## config.mk

```make
export PLATFORM = sky130hd
export DESIGN_NAME = output_terminal_function_select
export DESIGN_NICKNAME = d
export VERILOG_FILES = /design/src/hw/output_terminal_function_select.v /design/src/hw/function_code_decode.v /design/src/hw/pulse_output_gen.v
export VERILOG_INCLUDE_DIRS = /design/src /design/src/hw
export SDC_FILE = /design/constraint.sdc
export NUM_CORES = 1
export LEC_CHECK = 0
export BUFFER_PORTS_ARGS = -buffer_cell sky130_fd_sc_hd__buf_2
export CORE_MARGIN = 1
export CORE_UTILIZATION = 45
export DETAILED_ROUTE_END_ITERATION = 7
export GPL_TIMING_DRIVEN = 0
export PLACE_DENSITY = 0.66
export SLEW_MARGIN = 30
export SYNTH_ARGS = -nofsm -noshare
export SYNTH_HDL_FRONTEND = slang
export SYNTH_SLANG_ARGS = --single-unit
```

## constraint.sdc

```tcl
create_clock -name clk -period 6.92 [get_ports clk]
set_input_delay 0 -clock clk [delete_from_list [all_inputs] [get_ports clk]]
set_output_delay 0 -clock clk [all_outputs]
set_load 0.02 [all_outputs]
```

## src/hw/output_terminal_function_select_map.vh

```
`ifndef OUTPUT_TERMINAL_FUNCTION_SELECT_MAP_VH
`define OUTPUT_TERMINAL_FUNCTION_SELECT_MAP_VH

// ----------------------------------------
// clock and pulse timing
// ----------------------------------------
`define CLK_FREQ_HZ 20000000
`define PULSE_MAX_FREQ_HZ 100000
// least half period, rounded up to whole cycles
`define PULSE_MIN_HALF_CYCLES ((`CLK_FREQ_HZ + 2 * `PULSE_MAX_FREQ_HZ - 1) / (2 * `PULSE_MAX_FREQ_HZ))
// pulse output fitted to this unit (1 = present)
`define PULSE_OPTION_PRESENT 1'b1

// ----------------------------------------
// register byte offsets
// ----------------------------------------
`define AXI_ADDR_W 8
`define OFS_FIRST_OUTPUT_MODE_SELECT 8'h00
`define OFS_FIRST_OUTPUT_FUNCTION_SELECT 8'h04
`define OFS_RELAY_OUTPUT_FUNCTION_SELECT 8'h08
`define OFS_PULSE_HALF_PERIOD 8'h0C
`define OFS_OUTPUT_STATUS 8'h10

// ----------------------------------------
// reset values
// ----------------------------------------
`define RST_FIRST_OUTPUT_MODE_SELECT 16'h0001
`define RST_FIRST_OUTPUT_FUNCTION_SELECT 16'h0000
`define RST_RELAY_OUTPUT_FUNCTION_SELECT 16'h0000
`define RST_PULSE_HALF_PERIOD 16'h0064

// ----------------------------------------
// mode and axi response codes
// ----------------------------------------
`define MODE_PULSE 16'h0000
`define RESP_OKAY 2'h0
`define RESP_SLVERR 2'h2

// ----------------------------------------
// status vector bit positions
// ----------------------------------------
`define ST_W 17
`define ST_RUN 0
`define ST_FREQ_ZERO 1
`define ST_MAIN_STABLE 2
`define ST_READY_STATE 3
`define ST_FAULT 4
`define ST_FAULT_CONT 5
`define ST_UNDERVOLT 6
`define ST_FREQUENCY_LEVEL_DETECT_ONE 7
`define ST_FREQUENCY_LEVEL_DETECT_TWO 8
`define ST_FREQ_REACHED 9
`define ST_FREQ1_REACHED 10
`define ST_FREQ2_REACHED 11
`define ST_UPPER_LIMIT 12
`define ST_LOWER_LIMIT 13
`define ST_CURRENT1 14
`define ST_CURRENT2 15
`define ST_FAULT_IS_UV 16

`endif

```

## src/hw/output_terminal_function_select.v

```verilog
// Decided for this implementation: the address map and the AXI4-Lite interface to the registers.
`timescale 1ns/100ps
`include "output_terminal_function_select_map.vh"

// Function
// - mode 0 pulse, 1 switch, default switch
// - pulse rate never above 100 kHz
// - two independent codes 0..18, default 0
// - code 0 never asserts
// - code 1 follows running state
// - code 2 needs stable, no fault, ready
// - code 3 fault except continue action
// - code 4 also excludes undervoltage
// - code 5 any failure
// - code 6 undervoltage
// - codes 7..11 route detection flags
// - code 12 zero speed, off stopped
// - zero speed two, on when stopped
// - upper limit reached selection
// - lower limit, off or on stopped
// - current one and two flags
module output_terminal_function_select (
    // clock, enable, reset
    input wire clk,
    input wire ce,
    input wire rst_b,
    // axi4-lite write address
    input wire [`AXI_ADDR_W-1:0] s_axi_awaddr,
    input wire s_axi_awvalid,
    output wire s_axi_awready,
    // axi4-lite write data
    input wire [31:0] s_axi_wdata,
    input wire [3:0] s_axi_wstrb,
    input wire s_axi_wvalid,
    output wire s_axi_wready,
    // axi4-lite write response
    output wire [1:0] s_axi_bresp,
    output wire s_axi_bvalid,
    input wire s_axi_bready,
    // axi4-lite read address
    input wire [`AXI_ADDR_W-1:0] s_axi_araddr,
    input wire s_axi_arvalid,
    output wire s_axi_arready,
    // axi4-lite read data
    output wire [31:0] s_axi_rdata,
    output wire [1:0] s_axi_rresp,
    output wire s_axi_rvalid,
    input wire s_axi_rready,
    // drive state
    input wire drive_running,
    input wire out_freq_zero,
    input wire main_circuit_stable,
    input wire ready_state,
    // fault conditions
    input wire fault_active,
    input wire fault_continue_action,
    input wire fault_is_undervoltage,
    input wire undervoltage,
    // detection flags from elsewhere
    input wire frequency_level_detect_one,
    input wire frequency_level_detect_two,
    input wire freq_reached,
    input wire freq1_reached,
    input wire freq2_reached,
    input wire upper_limit_reached,
    input wire lower_limit_reached,
    input wire current1_reached,
    input wire current2_reached,
    // terminals
    output wire first_output_terminal,
    output wire relay_output
);

// ----------------------------------------
// reset synchroniser
// ----------------------------------------
reg rst_meta_q; // first stage, read only by second
reg rst_n_q; // released reset used everywhere

// release through two flops so deassertion is clean
always @(posedge clk or negedge rst_b) begin
    if (!rst_b) begin
        rst_meta_q <= 1'b0;
        rst_n_q <= 1'b0;
    end else begin
        rst_meta_q <= 1'b1;
        rst_n_q <= rst_meta_q;
    end
end

// ----------------------------------------
// registers and bus state
// ----------------------------------------
reg [15:0] mode_sel_q; // first output mode
reg [15:0] first_func_q; // first output code
reg [15:0] relay_func_q; // relay code
reg [15:0] half_period_q; // pulse half period in cycles
reg awready_q; // address slot free
reg wready_q; // data slot free
reg bvalid_q; // write answer pending
reg [1:0] bresp_q; // write answer code
reg [`AXI_ADDR_W-1:0] aw_addr_q; // held write address
reg [31:0] w_data_q; // held write data
reg [3:0] w_strb_q; // held byte enables
reg arready_q; // read slot free
reg rvalid_q; // read answer pending
reg [31:0] rdata_q; // read answer data
reg [1:0] rresp_q; // read answer code
reg first_out_q; // first terminal level
reg relay_out_q; // relay level

wire wr_fire; // both halves held, no answer out
wire [`ST_W-1:0] status_vec; // packed drive status
wire first_sel; // first terminal decoded condition
wire relay_sel; // relay decoded condition
wire pulse_mode; // first terminal runs pulse train
wire pulse_level; // pulse generator output

// ----------------------------------------
// byte lane merge
// ----------------------------------------
// only the two low lanes exist; upper lanes are dropped
function [15:0] merge16;
    input [15:0] old_v;
    input [31:0] new_v;
    input [3:0] strb;
    begin
        merge16[7:0] = strb[0] ? new_v[7:0] : old_v[7:0];
        merge16[15:8] = strb[1] ? new_v[15:8] : old_v[15:8];
    end
endfunction

// ----------------------------------------
// write channel
// ----------------------------------------
// a write happens once both address and data are held
assign wr_fire = ~awready_q & ~wready_q & ~bvalid_q;

// address and data taken in either order, one write at a time
always @(posedge clk or negedge rst_n_q) begin
    if (!rst_n_q) begin
        awready_q <= 1'b1;
        wready_q <= 1'b1;
        bvalid_q <= 1'b0;
        bresp_q <= `RESP_OKAY;
        aw_addr_q <= {`AXI_ADDR_W{1'b0}};
        w_data_q <= 32'h00000000;
        w_strb_q <= 4'h0;
    end else if (ce) begin
        // capture address
        if (s_axi_awvalid && awready_q) begin
            aw_addr_q <= s_axi_awaddr;
            awready_q <= 1'b0;
        end
        // capture data
        if (s_axi_wvalid && wready_q) begin
            w_data_q <= s_axi_wdata;
            w_strb_q <= s_axi_wstrb;
            wready_q <= 1'b0;
        end
        // raise answer once the write is done
        if (wr_fire) begin
            bvalid_q <= 1'b1;
            case ({aw_addr_q[`AXI_ADDR_W-1:2], 2'h0})
                `OFS_FIRST_OUTPUT_MODE_SELECT: bresp_q <= `RESP_OKAY;
                `OFS_FIRST_OUTPUT_FUNCTION_SELECT: bresp_q <= `RESP_OKAY;
                `OFS_RELAY_OUTPUT_FUNCTION_SELECT: bresp_q <= `RESP_OKAY;
                `OFS_PULSE_HALF_PERIOD: bresp_q <= `RESP_OKAY;
                // read-only or unmapped
                default: bresp_q <= `RESP_SLVERR;
            endcase
        end
        // answer accepted, reopen both slots
        if (bvalid_q && s_axi_bready) begin
            bvalid_q <= 1'b0;
            awready_q <= 1'b1;
            wready_q <= 1'b1;
        end
    end
end

// ----------------------------------------
// configuration registers
// ----------------------------------------
// software steers the terminals through these
always @(posedge clk or negedge rst_n_q) begin
    if (!rst_n_q) begin
        mode_sel_q <= `RST_FIRST_OUTPUT_MODE_SELECT;
        first_func_q <= `RST_FIRST_OUTPUT_FUNCTION_SELECT;
        relay_func_q <= `RST_RELAY_OUTPUT_FUNCTION_SELECT;
        half_period_q <= `RST_PULSE_HALF_PERIOD;
    end else if (ce && wr_fire) begin
        case ({aw_addr_q[`AXI_ADDR_W-1:2], 2'h0})
            `OFS_FIRST_OUTPUT_MODE_SELECT: begin
                mode_sel_q <= merge16(mode_sel_q, w_data_q, w_strb_q);
            end
            `OFS_FIRST_OUTPUT_FUNCTION_SELECT: begin
                first_func_q <= merge16(first_func_q, w_data_q, w_strb_q);
            end
            `OFS_RELAY_OUTPUT_FUNCTION_SELECT: begin
                relay_func_q <= merge16(relay_func_q, w_data_q, w_strb_q);
            end
            `OFS_PULSE_HALF_PERIOD: begin
                half_period_q <= merge16(half_period_q, w_data_q, w_strb_q);
            end
            // nothing stored elsewhere
            default: begin
                mode_sel_q <= mode_sel_q;
            end
        endcase
    end
end

// ----------------------------------------
// read channel
// ----------------------------------------
// data is sampled at the address edge, so status is one cycle old
always @(posedge clk or negedge rst_n_q) begin
    if (!rst_n_q) begin
        arready_q <= 1'b1;
        rvalid_q <= 1'b0;
        rdata_q <= 32'h00000000;
        rresp_q <= `RESP_OKAY;
    end else if (ce) begin
        if (s_axi_arvalid && arready_q) begin
            arready_q <= 1'b0;
            rvalid_q <= 1'b1;
            rresp_q <= `RESP_OKAY;
            case ({s_axi_araddr[`AXI_ADDR_W-1:2], 2'h0})
                `OFS_FIRST_OUTPUT_MODE_SELECT: rdata_q <= {16'h0000, mode_sel_q};
                `OFS_FIRST_OUTPUT_FUNCTION_SELECT: rdata_q <= {16'h0000, first_func_q};
                `OFS_RELAY_OUTPUT_FUNCTION_SELECT: rdata_q <= {16'h0000, relay_func_q};
                `OFS_PULSE_HALF_PERIOD: rdata_q <= {16'h0000, half_period_q};
                // live terminal state
                `OFS_OUTPUT_STATUS: rdata_q <= {29'h00000000, pulse_mode, relay_out_q, first_out_q};
                // unmapped reads zero with error
                default: begin
                    rdata_q <= 32'h00000000;
                    rresp_q <= `RESP_SLVERR;
                end
            endcase
        end else if (rvalid_q && s_axi_rready) begin
            rvalid_q <= 1'b0;
            arready_q <= 1'b1;
        end
    end
end

// ----------------------------------------
// status packing
// ----------------------------------------
// status comes from logic on this clock, so no synchroniser
assign status_vec[`ST_RUN] = drive_running;
assign status_vec[`ST_FREQ_ZERO] = out_freq_zero;
assign status_vec[`ST_MAIN_STABLE] = main_circuit_stable;
assign status_vec[`ST_READY_STATE] = ready_state;
assign status_vec[`ST_FAULT] = fault_active;
assign status_vec[`ST_FAULT_CONT] = fault_continue_action;
assign status_vec[`ST_UNDERVOLT] = undervoltage;
assign status_vec[`ST_FREQUENCY_LEVEL_DETECT_ONE] = frequency_level_detect_one;
assign status_vec[`ST_FREQUENCY_LEVEL_DETECT_TWO] = frequency_level_detect_two;
assign status_vec[`ST_FREQ_REACHED] = freq_reached;
assign status_vec[`ST_FREQ1_REACHED] = freq1_reached;
assign status_vec[`ST_FREQ2_REACHED] = freq2_reached;
assign status_vec[`ST_UPPER_LIMIT] = upper_limit_reached;
assign status_vec[`ST_LOWER_LIMIT] = lower_limit_reached;
assign status_vec[`ST_CURRENT1] = current1_reached;
assign status_vec[`ST_CURRENT2] = current2_reached;
assign status_vec[`ST_FAULT_IS_UV] = fault_is_undervoltage;

// ----------------------------------------
// function decoders
// ----------------------------------------
// first output terminal selection
function_code_decode u_first_decode (
    .code(first_func_q),
    .st(status_vec),
    .active(first_sel)
);

// relay selection
function_code_decode u_relay_decode (
    .code(relay_func_q),
    .st(status_vec),
    .active(relay_sel)
);

// ----------------------------------------
// pulse output
// ----------------------------------------
// value zero picks pulse when fitted
assign pulse_mode = (mode_sel_q == `MODE_PULSE) & `PULSE_OPTION_PRESENT;

// the train only runs in pulse mode to save toggling
pulse_output_gen u_pulse (
    .clk(clk),
    .ce(ce),
    .rst_n(rst_n_q),
    .run(pulse_mode),
    .half_period(half_period_q),
    .pulse_q(pulse_level)
);

// ----------------------------------------
// terminal drivers
// ----------------------------------------
// registered so the pins never glitch on code changes
always @(posedge clk or negedge rst_n_q) begin
    if (!rst_n_q) begin
        first_out_q <= 1'b0;
        relay_out_q <= 1'b0;
    end else if (ce) begin
        if (pulse_mode) begin
            first_out_q <= pulse_level;
        end else begin
            first_out_q <= first_sel;
        end
        relay_out_q <= relay_sel;
    end
end

// ----------------------------------------
// output assignments
// ----------------------------------------
assign s_axi_awready = awready_q;
assign s_axi_wready = wready_q;
assign s_axi_bresp = bresp_q;
assign s_axi_bvalid = bvalid_q;
assign s_axi_arready = arready_q;
assign s_axi_rdata = rdata_q;
assign s_axi_rresp = rresp_q;
assign s_axi_rvalid = rvalid_q;
assign first_output_terminal = first_out_q;
assign relay_output = relay_out_q;

endmodule // output_terminal_function_select

```

## src/hw/function_code_decode.v

```verilog
`timescale 1ns/100ps
`include "output_terminal_function_select_map.vh"

module function_code_decode (
    // selection code
    input wire [15:0] code,
    // drive status flags
    input wire [`ST_W-1:0] st,
    // chosen condition
    output reg active
);

// ----------------------------------------
// code to condition mapping
// ----------------------------------------
// one decoder per terminal keeps the two selections independent
always @* begin
    active = 1'b0;
    case (code)
        16'h0000: active = 1'b0;
        16'h0001: active = st[`ST_RUN];
        16'h0002: active = st[`ST_MAIN_STABLE] & ~st[`ST_FAULT] & st[`ST_READY_STATE];
        16'h0003: active = st[`ST_FAULT] & ~st[`ST_FAULT_CONT];
        16'h0004: active = st[`ST_FAULT] & ~st[`ST_FAULT_CONT] & ~st[`ST_FAULT_IS_UV];
        16'h0005: active = st[`ST_FAULT];
        16'h0006: active = st[`ST_UNDERVOLT];
        16'h0007: active = st[`ST_FREQUENCY_LEVEL_DETECT_ONE];
        16'h0008: active = st[`ST_FREQUENCY_LEVEL_DETECT_TWO];
        16'h0009: active = st[`ST_FREQ_REACHED];
        16'h000A: active = st[`ST_FREQ1_REACHED];
        16'h000B: active = st[`ST_FREQ2_REACHED];
        16'h000C: active = st[`ST_RUN] & st[`ST_FREQ_ZERO];
        16'h000D: active = ~st[`ST_RUN] | st[`ST_FREQ_ZERO];
        16'h000E: active = st[`ST_UPPER_LIMIT];
        16'h000F: active = st[`ST_RUN] & st[`ST_LOWER_LIMIT];
        16'h0010: active = ~st[`ST_RUN] | st[`ST_LOWER_LIMIT];
        16'h0011: active = st[`ST_CURRENT1];
        16'h0012: active = st[`ST_CURRENT2];
        default: active = 1'b0;
    endcase
end

endmodule // function_code_decode

```

## src/hw/pulse_output_gen.v

```verilog
`timescale 1ns/100ps
`include "output_terminal_function_select_map.vh"

module pulse_output_gen (
    // clock, enable, reset
    input wire clk,
    input wire ce,
    input wire rst_n,
    // control
    input wire run,
    input wire [15:0] half_period,
    // square wave
    output reg pulse_q
);

reg [15:0] cnt_q; // cycles into current half
wire [15:0] min_half; // fastest allowed half period
wire [15:0] half_eff; // clamped half period

// limit is a 32-bit count; it fits 16 bits, so keep the low half on purpose
localparam integer MIN_HALF_FULL = `PULSE_MIN_HALF_CYCLES;
assign min_half = MIN_HALF_FULL[15:0];
// clamp keeps rate at or below limit
assign half_eff = (half_period < min_half) ? min_half : half_period;

// ----------------------------------------
// half period counter
// ----------------------------------------
// a zero setting stops the train rather than running at the limit
always @(posedge clk or negedge rst_n) begin
    if (!rst_n) begin
        cnt_q <= 16'h0000;
        pulse_q <= 1'b0;
    end else if (ce) begin
        if (!run || half_period == 16'h0000) begin
            // idle low
            cnt_q <= 16'h0000;
            pulse_q <= 1'b0;
        end else if (cnt_q >= half_eff - 16'h0001) begin
            cnt_q <= 16'h0000;
            pulse_q <= ~pulse_q;
        end else begin
            cnt_q <= cnt_q + 16'h0001;
        end
    end
end

endmodule // pulse_output_gen

```

==> metrics.md <==
| Metric | Value |
|---|---|
| # rows | 44 |
| Final Core Density | 58.2% |
| Setup violations, final | 0 |
| Ranking of synthesized cells by area | dfrtp_1 45%, mux2_2 14%, mux4_2 5.2% |
| Simple-gate area share of the yosys netlist | 13.5% |
| XOR/XNOR Fraction of Synth Area | 2.79% |
| WL final | 16,800 um |
| Clk pwr share | 27.1% |
| Gr ovfl total | 0 |
| WP data arrival | 5.34 ns |
| Vias/cell | 5.59 |
| Via count | 5,231 |
| Detailed Routing Iterations Pass 1 | 4 |
| I/O pins | 120 |
| Outcome | finished, final reports clean |
| Number of max-cap violations | 0 |
| Total number of yosys warnings | 0 |
| Initial Util | 46.8% |
| Final hold vios | 0 |
| Minimum clock period | 5.01 ns |
| Compound-Gate Fraction of Synth Area | 8.87% |
| Power Internal | 2.01 mW |
| Clk_skew | 0.0130 ns |
| Post-DP HPWL | 12,500 um |
| Core area | 0.0148 mm^2 |
| Fill count | 1,235 |
| Ys async rst share | 100% |
| Yosys top cell by area | dfrtp_1 |
| DIE AREA | 0.0159 mm^2 |
| Post-layout nets | 833 |
| Netlist cell types | 60 |
| Worst vdd ir | 0.000201 V |
| Antenna diodes | 0 |
| Synth top cells by count | 125 x dfrtp_1, 88 x mux2_2, 45 x nand2_1, 33 x nor2_1, 24 x o21ai_0 |
| FF/Latch Area | 0.00332 mm^2 |
| Crit end category | register |
| Post-synthesis mux area share | 20.0% |
| Adder-cell area share of the yosys netlist | 3.26% |
| Share of cells above drive strength 1 | 34.1% |
| RSZ-0062 raised after global routing | false |
| Post-Place Cells | 868 |
| Multi-input gate area | 0.00342 mm^2 |
| Longest Clk Path Bufs | 2 |
| Fin Hold WS | 0.0604 ns |
| WS Path Type | register to register |
| Initial antenna violation count | 0 |
| HP Class | input pin to register |
| Vias in the first global route | 5,275 |
| Hold Path Depth | 4 |
| Top_reg_cell synth | dfrtp_1 |
| Power Density | 370 mW/mm^2 |
| LEAKAGE | 3.99 nW |
| CTS sink cnt | 132 |
| Clk pin slew, worst setup/hold paths | 0.06 ns |
| Seq pwr share | 37.3% |
| Average wire per standard cell | 18.0 um |
| Total negative setup slack | 0 ns |
| DP Area | 0.00766 mm^2 |
| R2r worst-path depth | 17 |
| Num CTS Buffers | 17 |
| CTS tree | built |
| Die H | 126 um |
| Post-route cell area | 0.00859 mm^2 |
| Avg Cell Area, Syn | 11.8 um^2 |
| Post-DRT Antenna Nets | 0 |
| Cell count after synthesis | 587 |
| Post-CTS setup buffer count | 0 |
| Place WS | 1.93 ns |
| CP Max Fanout | 6 |
| Initial DRC count | 243 |
| Sequential area share after synthesis | 47.9% |
| Combinational family with the most area after synthesis | multiplexers |
| Synthesized area | 0.00691 mm^2 |
| IO Port Bufs | 77 |
| Area share of the largest cell type after synthesis | 45.3% |
| H-tree levels | 4 |
| Clock Latency Late Sink | 0.42 ns |
| Fin. max-slew vios | 0 |
| Max-Slew Margin vs Limit | 42.3% |
| DIE WIDTH | 126 um |
| Final WS setup | 1.91 ns |
| Total Routing Usage GR | 22.6% |
| Max Freq | 199 MHz |
| Root buffer cell | clkbuf_16 |
| Largest net degree at the start of global routing | 51 |
| Fin cells | 935 |
| CP Data Required Time | 7.24 ns |
| First-pass GRT wire length | 27,500 um |
| #FFs+latches synth | 132 |
| Final GP Congestion | 0.871 |
| CTS resizes | 0 |
| Period Utilization, post-route | 72.5% |
| Sw Share | 36.7% |
| Net Switching | 1.17 mW |
| Top-count cell post-synth | dfrtp_1 |
| Design Power | 3.18 mW |
| Crit path launch type | register |
| Layout Area Growth over Synthesis | 24.2% |
| Actual slew at the worst max-slew pin | 0.863 ns |
| Drc violations | 0 |
| Number of synthesized flops with an enable pin | 0 |
| Comb pwr share | 35.7% |
==> registers in the layout, summed over array words and instances, names as in the netlist, 6 cells and up <==
signal / cells
aw_addr_q: 6
first_func_q: 16
half_period_q: 16
mode_sel_q: 16
relay_func_q: 16
s_axi_rdata: 16
u_pulse.cnt_q: 16
w_data_q: 16
==> metal layers <==
layer / wire, um / up-vias / track usage, %
met5: 0 / - / 0
met4: 372 / 0 / 8.01
met3: 654 / 26 / 5.56
met2: 8030 / 134 / 36.9
met1: 7770 / 2606 / 29.4
li1: - / 2465 / -
==> power groups by stage <==
stage / combinational, mW / clock, mW / sequential, mW
2_1_floorplan: 0.832 / 0 / 1.12
3_3_place_gp: 1.06 / 0 / 1.19
3_5_place_dp: 1.11 / 0 / 1.19
4_1_cts: 1.13 / 0.876 / 1.18
5_1_grt: 1.25 / 0.907 / 1.21
6_report: 1.13 / 0.861 / 1.18
==> cell usage in the layout (no fill, tap or decap), types with 19 or more instances in the layout <==
cell,instances
nor2_1,33
nand2_1,45
mux2_2,88
dlygate4sd3_1,35
o21ai_0,24
buf_2,77
clkbuf_1,22
conb_1,19
dfrtp_1,124
==> cell type report <==
| cell class | count | share of cell area (%) |
|---|---|---|
| repair buffers | 115 | 9.36 |
| clock inverters | 10 | 1.15 |
| flip-flops and latches | 132 | 38.6 |
| plain buffers | 40 | 2.62 |
| multi-input cells | 426 | 39.8 |
| well taps | 184 | 2.68 |
| clock buffers | 22 | 5.52 |
| inverters | 6 | 0.262 |
==> worst paths after layout <==
kind / from / to / slack (ns)
max: half_period_q[10] / u_pulse.pulse_q / 1.91
min: s_axi_araddr[7] / s_axi_rdata[2] / 0.06
max reg2reg: half_period_q[10] / u_pulse.pulse_q / 1.91
min reg2reg: rst_n_q / w_data_q[13] / 0.26
max in group asynchronous: rst_n_q / half_period_q[2] / 5.82
min in group asynchronous: rst_n_q / w_data_q[13] / 0.26
==> worst max-delay path, cell delays in order (launching register included) <==
cell and delay [ns]:
dfrtp_1 0.47, or4_4 0.57, or4_4 0.48, nor3_4 0.26, o21ai_2 0.15, nand2_1 0.12
ha_1 0.22, nand2_1 0.11, nor2_1 0.18, nand3_1 0.18, nor4_1 0.26, xnor2_1 0.12
ha_1 0.29, nand4_1 0.14, a2111oi_1 0.51, a21oi_1 0.13, or4b_2 0.61, o21ai_0 0.10
==> logic make-up (layout without fill, tap and decap cells) <==
family / count (synthesis) / in the layout
simple gates: 171 / 171
flops: 132 / 132
mux: 107 / 107
compound gates: 89 / 89
buf+inv: 46 / 193
xor+xnor: 22 / 22
fa+ha+maj: 18 / 18
other cells: 2 / 19
==> repair_timing <==
item | 4_1_cts | 5_1_grt
setup endpoints to repair | 0 | 0
endpoints found under the hold margin | 33 | 0
hold buffers | 35 | 0
Power figures use the tool's default switching activity.
